===== config.mk =====
export PLATFORM = sky130hd
export DESIGN_NAME = ltds_core
export DESIGN_NICKNAME = d
export VERILOG_FILES = /design/src/ltds_pkg.sv /design/src/ltds_sync.sv /design/src/ltds_core.sv
export SDC_FILE = /design/constraint.sdc
export NUM_CORES = 1
export LEC_CHECK = 0
export ABC_AREA = 1
export ABC_CLOCK_PERIOD_IN_PS = 9700
export BUFFER_PORTS_ARGS = -buffer_cell sky130_fd_sc_hd__buf_2
export CAP_MARGIN = 20
export CORE_ASPECT_RATIO = 1.2
export CORE_MARGIN = 2
export CORE_UTILIZATION = 59
export DETAILED_ROUTE_END_ITERATION = 16
export PLACE_DENSITY = 0.86
export SYNTH_ARGS = -nofsm -noshare
export SYNTH_HDL_FRONTEND = slang
export SYNTH_SLANG_ARGS = --single-unit

===== constraint.sdc =====
create_clock -name clk_sys -period 9.7 [get_ports clk_sys]
set_input_delay 2.425 -clock clk_sys [delete_from_list [all_inputs] [get_ports clk_sys]]
set_output_delay 2.425 -clock clk_sys [all_outputs]
set_load 0.03 [all_outputs]

===== src/ltds_pkg.sv =====
// Package: constants and types for the local time and summer time logic
package ltds_pkg;
    localparam logic [3:0] MON_JAN = 4'h1;
    localparam logic [3:0] MON_MAR = 4'h3;
    localparam logic [3:0] MON_NOV = 4'hb;
    localparam logic [3:0] MON_DEC = 4'hc;
    localparam logic [2:0] WEEK_FIRST = 3'h1;
    localparam logic [2:0] WEEK_SECOND = 3'h2;
    localparam logic [2:0] WEEK_LAST = 3'h5;
    localparam logic [2:0] DAY_SUNDAY = 3'h0;
    localparam logic [2:0] DAY_SATURDAY = 3'h6;
    localparam logic [4:0] HOUR_MIN_DST = 5'h01;
    localparam logic [4:0] HOUR_MAX_DST = 5'h06;
    localparam logic [4:0] HOUR_DEF_DST = 5'h02;
    localparam logic [4:0] HOUR_LAST = 5'h17;
    localparam logic [5:0] MIN_LAST = 6'h3b;
    localparam logic [5:0] SEC_LAST = 6'h3b;
    localparam logic [5:0] SEC_HALF = 6'h1e;
    localparam logic [4:0] DAY_ONE = 5'h01;
    localparam logic [4:0] DAYS_IN_WEEK = 5'h07;
    localparam logic [6:0] YEAR_LAST = 7'h63;
    localparam logic [3:0] SRC_NONE = 4'h0;
    localparam logic [3:0] SRC_MAX_LOW = 4'h7;
    localparam logic [3:0] SRC_FOURTEEN = 4'he;
    localparam logic [7:0] COUNTRY_DEFAULT = 8'h00;
    localparam int TICK_HZ = 1;
    localparam int CLK_HZ = 20000000;
    localparam int CYC_PER_SEC = CLK_HZ / TICK_HZ;

    typedef enum logic [1:0] {
        ORDER_DMY,
        ORDER_MDY,
        ORDER_YMD
    } ltds_order_t;

    typedef struct packed {
        logic [3:0] month;
        logic [2:0] week;
        logic [2:0] weekday;
        logic [4:0] hour;
    } ltds_point_t;

    typedef struct packed {
        logic [6:0] year;
        logic [3:0] month;
        logic [4:0] day;
        logic [2:0] weekday;
        logic [4:0] hour;
        logic [5:0] minute;
        logic [5:0] second;
    } ltds_time_t;

    localparam ltds_point_t START_DEFAULT = '{MON_MAR, WEEK_SECOND, DAY_SUNDAY, HOUR_DEF_DST};
    localparam ltds_point_t END_DEFAULT = '{MON_NOV, WEEK_FIRST, DAY_SUNDAY, HOUR_DEF_DST};
endpackage


===== src/ltds_sync.sv =====
// Synchroniser and edge detector for the selected minute pulse input
`timescale 1ns/100ps
module ltds_sync #(
    parameter int N = 14
) (
    input wire logic clk_sys, // System clock
    input wire logic rst, // Synchronous reset
    input wire logic [N-1:0] sense_in, // Raw sense inputs
    input wire logic [3:0] src_sel, // Selected source
    output logic edge_seen // One-cycle pulse on rising edge
);
    logic [N-1:0] meta;
    logic [N-1:0] stable;
    logic sel_level;
    logic sel_prev;
    logic [3:0] sel_prev_src;

    always_ff @(posedge clk_sys) begin
        if (rst) begin
            meta <= '0;
            stable <= '0;
        end else begin
            meta <= sense_in;
            stable <= meta;
        end
    end

    always_comb begin
        sel_level = 1'b0;
        if (src_sel != ltds_pkg::SRC_NONE && src_sel <= 4'(N)) begin
            sel_level = stable[src_sel - 4'h1];
        end
    end

    always_ff @(posedge clk_sys) begin
        if (rst) begin
            sel_prev <= 1'b0;
            sel_prev_src <= ltds_pkg::SRC_NONE;
            edge_seen <= 1'b0;
        end else begin
            sel_prev <= sel_level;
            sel_prev_src <= src_sel;
            edge_seen <= sel_level && !sel_prev && (sel_prev_src == src_sel);
        end
    end
endmodule


===== src/ltds_core.sv =====
// Local time keeping with summer time shifts and minute pulse snapping
`timescale 1ns/100ps
module ltds_core #(
    parameter int CYC_PER_SEC = ltds_pkg::CYC_PER_SEC
) (
    input wire logic clk_sys, // System clock, 20 MHz
    input wire logic rst, // Synchronous reset, active high
    input wire logic dst_enable, // Summer time adjustment enable
    input wire ltds_pkg::ltds_point_t start_cfg, // Summer time start point
    input wire ltds_pkg::ltds_point_t summer_time_end_date, // Summer time end point
    input wire logic cfg_load, // Load new start/end/order/country/source
    input wire logic [3:0] sync_src, // 0 none, 1-7 or 14
    input wire ltds_pkg::ltds_order_t order_cfg, // Date order selection
    input wire logic [7:0] country_cfg, // Country calendar code
    input wire logic [13:0] sense_in, // Sense inputs, bit 0 is input one
    input wire logic time_load, // Load time_set into the clock
    input wire ltds_pkg::ltds_time_t time_set, // Time to load
    output ltds_pkg::ltds_time_t time_now, // Current local time
    output logic [17:0] date_view, // Date fields in chosen order, 6 bits each
    output logic dst_active, // Summer time in force
    output ltds_pkg::ltds_point_t start_now, // Start point in use
    output ltds_pkg::ltds_point_t end_now, // End point in use
    output logic [3:0] sync_now, // Sync source in use
    output logic [7:0] country_now, // Country code in use
    output logic sync_hit // Pulse when a snap is applied
);
    ltds_pkg::ltds_order_t order_now;
    logic [$clog2(CYC_PER_SEC)-1:0] div_cnt;
    logic sec_tick;
    logic pulse_edge;
    logic [4:0] days_in_month;
    logic last_day;
    logic [2:0] week_of_day;
    logic is_last_week;
    logic at_start;
    logic at_end;
    logic [6:0] shifted_year;
    logic end_done;
    logic round_up;
    logic step;
    logic start_hit;
    logic end_hit;
    logic year_wrap;
    ltds_pkg::ltds_time_t base;
    ltds_pkg::ltds_time_t next_time;

    function automatic logic src_ok(input logic [3:0] s);
        return s <= ltds_pkg::SRC_MAX_LOW || s == ltds_pkg::SRC_FOURTEEN;
    endfunction

    function automatic logic week_match(input logic [2:0] w, input logic [2:0] wk,
                                        input logic last);
        return (w == ltds_pkg::WEEK_LAST) ? last : (w == wk);
    endfunction

    ////////////////////////////////////////////////////////////////////////
    // Configuration
    always_ff @(posedge clk_sys) begin
        if (rst) begin
            start_now <= ltds_pkg::START_DEFAULT;
            end_now <= ltds_pkg::END_DEFAULT;
            sync_now <= ltds_pkg::SRC_NONE;
            order_now <= ltds_pkg::ORDER_DMY;
            country_now <= ltds_pkg::COUNTRY_DEFAULT;
        end else if (cfg_load) begin
            if (start_cfg.hour >= ltds_pkg::HOUR_MIN_DST && start_cfg.hour <= ltds_pkg::HOUR_MAX_DST
                && start_cfg.month >= ltds_pkg::MON_JAN && start_cfg.month <= ltds_pkg::MON_DEC
                && start_cfg.week >= ltds_pkg::WEEK_FIRST && start_cfg.week <= ltds_pkg::WEEK_LAST
                && start_cfg.weekday <= ltds_pkg::DAY_SATURDAY) begin
                start_now <= start_cfg;
            end
            if (summer_time_end_date.hour >= ltds_pkg::HOUR_MIN_DST
                && summer_time_end_date.hour <= ltds_pkg::HOUR_MAX_DST
                && summer_time_end_date.month >= ltds_pkg::MON_JAN
                && summer_time_end_date.month <= ltds_pkg::MON_DEC
                && summer_time_end_date.week >= ltds_pkg::WEEK_FIRST
                && summer_time_end_date.week <= ltds_pkg::WEEK_LAST
                && summer_time_end_date.weekday <= ltds_pkg::DAY_SATURDAY) begin
                end_now <= summer_time_end_date;
            end
            if (src_ok(sync_src)) begin
                sync_now <= sync_src;
            end
            if (order_cfg != ltds_pkg::ltds_order_t'(2'h3)) begin
                order_now <= order_cfg;
            end
            country_now <= country_cfg;
        end
    end

    ////////////////////////////////////////////////////////////////////////
    // Second divider and pulse edge
    always_ff @(posedge clk_sys) begin
        if (rst || time_load || pulse_edge) begin
            div_cnt <= '0;
            sec_tick <= 1'b0;
        end else if (div_cnt == ($clog2(CYC_PER_SEC))'(CYC_PER_SEC - 1)) begin
            div_cnt <= '0;
            sec_tick <= 1'b1;
        end else begin
            div_cnt <= div_cnt + 1'b1;
            sec_tick <= 1'b0;
        end
    end

    ltds_sync #(.N(14)) u_sync (
        .clk_sys(clk_sys),
        .rst(rst),
        .sense_in(sense_in),
        .src_sel(sync_now),
        .edge_seen(pulse_edge)
    );

    ////////////////////////////////////////////////////////////////////////
    // Calendar helpers
    always_comb begin
        unique case (time_now.month)
            4'h4, 4'h6, 4'h9, 4'hb: days_in_month = 5'h1e;
            4'h2: days_in_month = (time_now.year[1:0] == 2'h0) ? 5'h1d : 5'h1c;
            default: days_in_month = 5'h1f;
        endcase
        last_day = time_now.day >= days_in_month;
        week_of_day = 3'((time_now.day - ltds_pkg::DAY_ONE) / ltds_pkg::DAYS_IN_WEEK) + 3'h1;
        is_last_week = time_now.day > 5'(days_in_month - ltds_pkg::DAYS_IN_WEEK);
        // Snap rounds up by stepping from the last second of the minute
        round_up = pulse_edge && time_now.second >= ltds_pkg::SEC_HALF;
        step = round_up || (sec_tick && !pulse_edge);
        base = time_now;
        if (pulse_edge) begin
            base.second = round_up ? ltds_pkg::SEC_LAST : 6'h00;
        end
        at_start = time_now.month == start_now.month && time_now.weekday == start_now.weekday
            && week_match(start_now.week, week_of_day, is_last_week)
            && base.hour == 5'(start_now.hour - 5'h1) && base.minute == ltds_pkg::MIN_LAST
            && base.second == ltds_pkg::SEC_LAST;
        at_end = time_now.month == end_now.month && time_now.weekday == end_now.weekday
            && week_match(end_now.week, week_of_day, is_last_week)
            && base.hour == 5'(end_now.hour - 5'h1) && base.minute == ltds_pkg::MIN_LAST
            && base.second == ltds_pkg::SEC_LAST;
        shifted_year = (time_now.year == ltds_pkg::YEAR_LAST) ? 7'h00 : 7'(time_now.year + 7'h1);
    end

    ////////////////////////////////////////////////////////////////////////
    // Next time: one second step, summer time shift and minute snapping
    always_comb begin
        next_time = base;
        start_hit = 1'b0;
        end_hit = 1'b0;
        year_wrap = 1'b0;
        if (step && base.second != ltds_pkg::SEC_LAST) begin
            next_time.second = 6'(base.second + 6'h1);
        end else if (step) begin
            next_time.second = 6'h00;
            if (base.minute != ltds_pkg::MIN_LAST) begin
                next_time.minute = 6'(base.minute + 6'h1);
            end else begin
                next_time.minute = 6'h00;
                if (dst_enable && !dst_active && at_start) begin
                    next_time.hour = 5'(base.hour + 5'h2);
                    start_hit = 1'b1;
                end else if (dst_enable && dst_active && at_end && !end_done) begin
                    end_hit = 1'b1;
                end else if (base.hour != ltds_pkg::HOUR_LAST) begin
                    next_time.hour = 5'(base.hour + 5'h1);
                end else begin
                    next_time.hour = 5'h00;
                    next_time.weekday = (base.weekday == ltds_pkg::DAY_SATURDAY) ?
                        ltds_pkg::DAY_SUNDAY : 3'(base.weekday + 3'h1);
                    if (!last_day) begin
                        next_time.day = 5'(base.day + 5'h1);
                    end else begin
                        next_time.day = ltds_pkg::DAY_ONE;
                        if (base.month != ltds_pkg::MON_DEC) begin
                            next_time.month = 4'(base.month + 4'h1);
                        end else begin
                            next_time.month = ltds_pkg::MON_JAN;
                            next_time.year = shifted_year;
                            year_wrap = 1'b1;
                        end
                    end
                end
            end
        end
    end

    always_ff @(posedge clk_sys) begin
        if (rst) begin
            time_now <= '{7'h00, ltds_pkg::MON_JAN, ltds_pkg::DAY_ONE, ltds_pkg::DAY_SUNDAY,
                          5'h00, 6'h00, 6'h00};
        end else if (time_load) begin
            time_now <= time_set;
        end else begin
            time_now <= next_time;
        end
    end

    // Disabling drops the flag without moving the clock
    always_ff @(posedge clk_sys) begin
        if (rst || !dst_enable) begin
            dst_active <= 1'b0;
        end else if (!time_load && start_hit) begin
            dst_active <= 1'b1;
        end else if (!time_load && end_hit) begin
            dst_active <= 1'b0;
        end
    end

    // End shift armed once a year so the repeated hour runs plainly
    always_ff @(posedge clk_sys) begin
        if (rst || time_load || year_wrap) begin
            end_done <= 1'b0;
        end else if (end_hit) begin
            end_done <= 1'b1;
        end
    end

    always_ff @(posedge clk_sys) begin
        if (rst || time_load) begin
            sync_hit <= 1'b0;
        end else begin
            sync_hit <= pulse_edge;
        end
    end

    ////////////////////////////////////////////////////////////////////////
    // Date presentation
    always_ff @(posedge clk_sys) begin
        if (rst) begin
            date_view <= '0;
        end else begin
            unique case (order_now)
                ltds_pkg::ORDER_MDY: date_view <= {2'h0, time_now.month, 1'b0, time_now.day,
                                                   time_now.year[5:0]};
                ltds_pkg::ORDER_YMD: date_view <= {time_now.year[5:0], 2'h0, time_now.month,
                                                   1'b0, time_now.day};
                default: date_view <= {1'b0, time_now.day, 2'h0, time_now.month,
                                       time_now.year[5:0]};
            endcase
        end
    end
endmodule


## Yosys cells after proc, flatten, opt, wreduce, memory -nomap -nowiden

Cells that the tools add are included.

| storage, ports and cells | value |
|---|---|
| register bits | 161 |
| latch bits | 0 |
| RAM bits | 0 |
| ROM bits | 0 |
| input bits | 99 |
| output and inout bits | 98 |
| word-level logic and storage cells | 211 |
| memories kept | 0 |

| cells by class | value |
|---|---|
| $add $sub $neg | 15 |
| $mul | 0 |
| divide/modulo/power cells | 1 |
| $lt $le $gt $ge | 20 |
| eq/ne operators | 36 |
| shift-type cells | 0 |
| muxes and demuxes | 47 |
| bitwise gates (word level) | 0 |
| reductions and logical operators | 63 |

Operator list:

| operator | number |
|---|---|
| 36-bit two-way mux | 2 |
| 24-bit two-way mux | 2 |
| 19-bit two-way mux | 2 |
| 18-bit one-hot mux with 2 select lines | 1 |
| 1-bit logical AND | 35 |
| 30-bit two-way mux | 1 |
| 25-bit by 1-bit adder with 25-bit output (second input constant) | 1 |
| 25-bit equality test (second input constant) | 1 |
| 1-bit two-way mux | 25 |
| 6-bit two-way mux | 4 |
| 5-bit two-way mux | 3 |
| 5-bit by 1-bit subtractor with 5-bit output (second input constant) | 3 |
| 7-bit two-way mux | 2 |
| 2-bit inequality test (second input constant) | 7 |
| 6-bit by 1-bit adder with 6-bit output (second input constant) | 2 |
| 3-bit equality test | 4 |
| 4-bit equality test | 3 |
| 4-bit equality test (second input constant) | 3 |
| 6-bit equality test (second input constant) | 2 |
| 3-bit <= comparator (second input constant) | 4 |
| 4-bit <= comparator (second input constant) | 3 |
| 6-bit inequality test (second input constant) | 2 |
| 11-bit two-way mux | 1 |
| 5-bit by 1-bit adder with 5-bit output (second input constant) | 2 |
| other kinds (42) | 67 |

## Logic depth before layout (Yosys ltp)

| depth | value |
|---|---|
| depth after elaboration | 20 |
| mapped depth | 31 |
| gate-level depth less buffers | 31 |

## Modules after synthesis

From an unflattened synthesis, not the netlist that was laid out.

| second synthesis, totals | value |
|---|---|
| cell total of the unflattened synthesis | 1,204 |
| area, all modules | 8,750.9 µm² |

Modules (own cells, without submodules):

| module | times used | cells each | area an instance (µm²) | sequential area each (µm²) |
|---|---|---|---|---|
| ltds_core | 1 | 1,040 | 7,419.6 | 2,522.4 |
| ltds_sync | 1 | 164 | 1,331.3 | 680.7 |

## Least setup slack after synthesis

Ideal clock, no wire load.

| timing path | value |
|---|---|
| path kind | input port to flip-flop |
| start | input dst_enable |
| end | register time_now[20] (netlist bit) |
| library setup time | 0.134 ns |
| arrival | 3.996 ns |
| data required time | 9.566 ns |
| slack | 5.570 ns |
| stages | 10 |
| buffers on the path | 0 |
| path through | nand2_1 or4_1 nor4_1 nand2_1 nor4_1 a21oi_1 nand2_2 nand2_1 nand2_1 nand3_1 |

| between the ends | value |
|---|---|
| longest elaborated chain between the ends | 5 |
| elaborated cells between the ends (all ways) | 8 |
| classes of those cells | eq/ne: 2; reduce/logical: 6 |

Ends and longest elaborated chain:

| what | line | source |
|---|---|---|
| from (decl) | ltds_core.sv:8 | `input wire logic dst_enable,` |
| 1-bit logical AND (3 in series) | ltds_core.sv:161 | `end else if (dst_enable && dst_active && at_end && !end_done) begin` |
| 2-bit inequality test (no source line) | n/a |  |
| 6-bit AND reduction (no source line) (*) | n/a |  |
| to (signal assigned) | ltds_core.sv:188 | `time_now <= '{7'h00, ltds_pkg::MON_JAN, ltds_pkg::DAY_ONE, ltds_pkg::DAY_SUNDAY,` |
| to (signal assigned) | ltds_core.sv:191 | `time_now <= time_set;` |
| to (signal assigned) | ltds_core.sv:193 | `time_now <= next_time;` |
| to (decl) | ltds_core.sv:18 | `output ltds_pkg::ltds_time_t time_now,` |

Mark *: on every way between the ends. The rest lies on a longest branch, timed or not.
A chain may end at the register's enable or synchronous reset.

## Final worst setup path

| timing path | value |
|---|---|
| start | input time_load |
| end | register time_now[11] (netlist bit) |

| between the ends | value |
|---|---|
| longest elaborated chain between the ends | 2 |
| elaborated cells between the ends (all ways) | 4 |
| classes of those cells | eq/ne: 1; mux: 1; reduce/logical: 2 |

Ends and longest elaborated chain:

| what | line | source |
|---|---|---|
| from (decl) | ltds_core.sv:16 | `input wire logic time_load,` |
| 2-bit inequality test (no source line) / 2-bit nonzero test (equally long branches) | n/a |  |
| 2-bit AND reduction (no source line) | n/a |  |

Several ways; a longest one is shown, not always the timed one.

==> flow_summary.ini <==
[die]
dieArea_um2 = 15500
start_util_pct = 60.0
coreArea_um2 = 14300
io_pins = 197
die-height_um = 136
die_w_um = 114
rows = 48

[synthesis]
avgSynthCellArea_um2 = 7.07
yosysSeqAreaShare_pct = 37.3
syn_nets = 1346
synth.most_common_cell = nand2_1
yosys_warnings = 0
netlist.area_leader.share_pct = 37.3
synth_cell_types = 57
ys.flop_type = dfxtp_1
synth_edf_count = 0
synth.area.top_cells = dfxtp_1 (37%), nand2_1 (10%), nor2_1 (8.0%)
synthesis.area_um2 = 8580
synthArstFlopShare_pct = 0
synth_seq_cells = 160
netlist_top_cells_count = nand2_1 (236), nor2_1 (182), dfxtp_1 (160)
synth_top_area_cell = dfxtp_1
postSynthCellCount = 1214

[global_route]
grt_usage_pct = 30.7
antenna_found_initial = 0
grt-ovfl-total = 0
grt_pass1_vias = 8104
grt_max_degree = 73
grt_pass1_wl_mm = 38.0

[finish]
fin_area_um2 = 10300
syn2layout_area_growth_pct = 19.8
layout-drive-gt1-share_pct = 19.4
layout.cells.non_filler = 1579
final_nets = 1523
antenna_cells = 0

[timing]
whs_ps = 401
max-slew-margin-rel_pct = 33.0
setup_viol = 0
fin_ws_ps = 4940
fin_crit_sh_pct = 49.1
timing.setup.tns_ps = 0
worst_pin_slew_ps = 998
final-max-slew-violation-count = 0
fin_crit_ps = 4760
final-hold-violation-count = 0
clock_skew_ps = 11.8
rsz0062_at_grt = false
max_freq_mhz = 210

[cts]
insertion_delay_ps = 440
cts_root_buffer = clkbuf_16
cts_hold_buf = 0
ctsResizeCount = 0
cts_tree = done
htreeDepth = 4
cts.sinks = 160
clockBufferDepth = 2
clk_pin_slew_worst_paths_ps = 60
cts_buffers = 17
postCtsSetupRepairBufs = 0

[setup_path]
crit_fanout = 40
worstSetupStartpointType = primary input
cp.required_ps = 10020
path_class = in -> reg
cp.arrival_ps = 5080
critPathCaptureType = flop

[routing]
finalWirelength_mm = 23.9
vias_per_cell = 5.58
first_pass_iters = 6
ant_nets = 0
drt-initial-drc-count = 798
routed-via-count = 8808
wl_per_cell_um = 15.1
drc_errors = 0

[pwr]
leakagePower_nw = 4.80
powerDensity_nw_per_um2 = 174
vdd_drop_max_uv = 121

[worst_hold_path]
hold_class = reg -> reg

[placed_design]
dpl.hpwl_mm = 17.5
dpl_cell_area_um2 = 9620
place_ws_ps = 4560
place_congestion = 0.901
place.port_buffers = 195
place_inst = 1547

[run]
drv_cap = 0

[status]
outcome = finished, final reports clean
## logic make-up after synthesis
family,after synthesis,synth area share [%]
adder cells (fa/ha/maj),33,4.81
AND/OR/NAND/NOR,605,31.7
XOR/XNOR,48,4.90
AO/OA/AOI/OAI,178,12.6
other,1,0.0437
flip-flops,160,37.3
buffers and inverters,189,8.62
## registers in the layout (all words and copies together) (netlist names)
name,flops
country_now,8
date_view,17
div_cnt,25
dst_active,1
end_done,1
end_now,15
order_now,2
sec_tick,1
start_now,15
sync_hit,1
sync_now,4
time_now,36
u_sync.edge_seen,1
u_sync.meta,14
u_sync.sel_prev,1
u_sync.sel_prev_src,4
u_sync.stable,14
## power breakdown
group / internal [W] / switching, W
Clock: 0.000484 / 0.000266
Sequential: 0.000688 / 0.0000344
Combinational: 0.000106 / 0.000208
## final cells by class
class	count	area, um^2
Tap cell	175	219
Fill cell	1169	4010
Inverter	149	559
Clock buffer	23	488
Clock inverter	9	176
Sequential cell	160	3200
Timing Repair Buffer	198	998
Multi-Input combinational cell	865	4640
## path summary, 6_finish.rpt
kind	startpoint	end	slack [ps]	cells past startpoint
worst max-delay path	time_load	time_now[11]$_SDFFE_PP0P_	4940	7
worst min register to register	u_sync.meta[9]$_SDFF_PP0_	u_sync.stable[9]$_SDFF_PP0_	400	2
worst max register to register	time_now[20]$_SDFFE_PP1P_	time_now[21]$_SDFFE_PP0P_	5250	27
worst min-delay path	u_sync.meta[9]$_SDFF_PP0_	u_sync.stable[9]$_SDFF_PP0_	400	2
## per-stage QoR
| stage | power, W | util [%] |
|---|---|---|
| after floorplan | 0.000950 | - |
| after global placement | 0.00104 | 67.3 |
| after detailed placement | 0.00104 | 67.3 |
| after CTS | 0.00179 | 72.0 |
| after global routing | 0.00186 | 72.0 |
| final | 0.00179 | 72.0 |
## cells in the final DEF (no fill, tap or decap), types with 19 or more instances in the layout
cell type,count
nor3_1,27
xnor2_1,19
nand4_1,24
nand2_1,236
a21oi_1,59
nor2_1,182
dfxtp_1,160
nand3_1,73
inv_1,140
ha_1,33
buf_2,195
xor2_1,29
o21ai_0,56
## worst max-delay path: stages
cell      delay, ps
buf_2           580
clkinv_1        850
nand2_1         550
inv_1           200
nor2_1          160
a21oi_1          90
a31o_2          210
## layer usage
metal / global-route usage [%] / vias to the layer above / share of wire, % / wire length, um
li1: - / 4341 / - / -
met1: 36.5 / 4015 / 40 / 9510
met2: 52.6 / 376 / 49 / 11800
met3: 6.60 / 76 / 7.2 / 1710
met4: 14.2 / 0 / 3.8 / 914
met5: 0 / - / 0 / 0
Note: power is estimated with default switching activity, not from simulation.
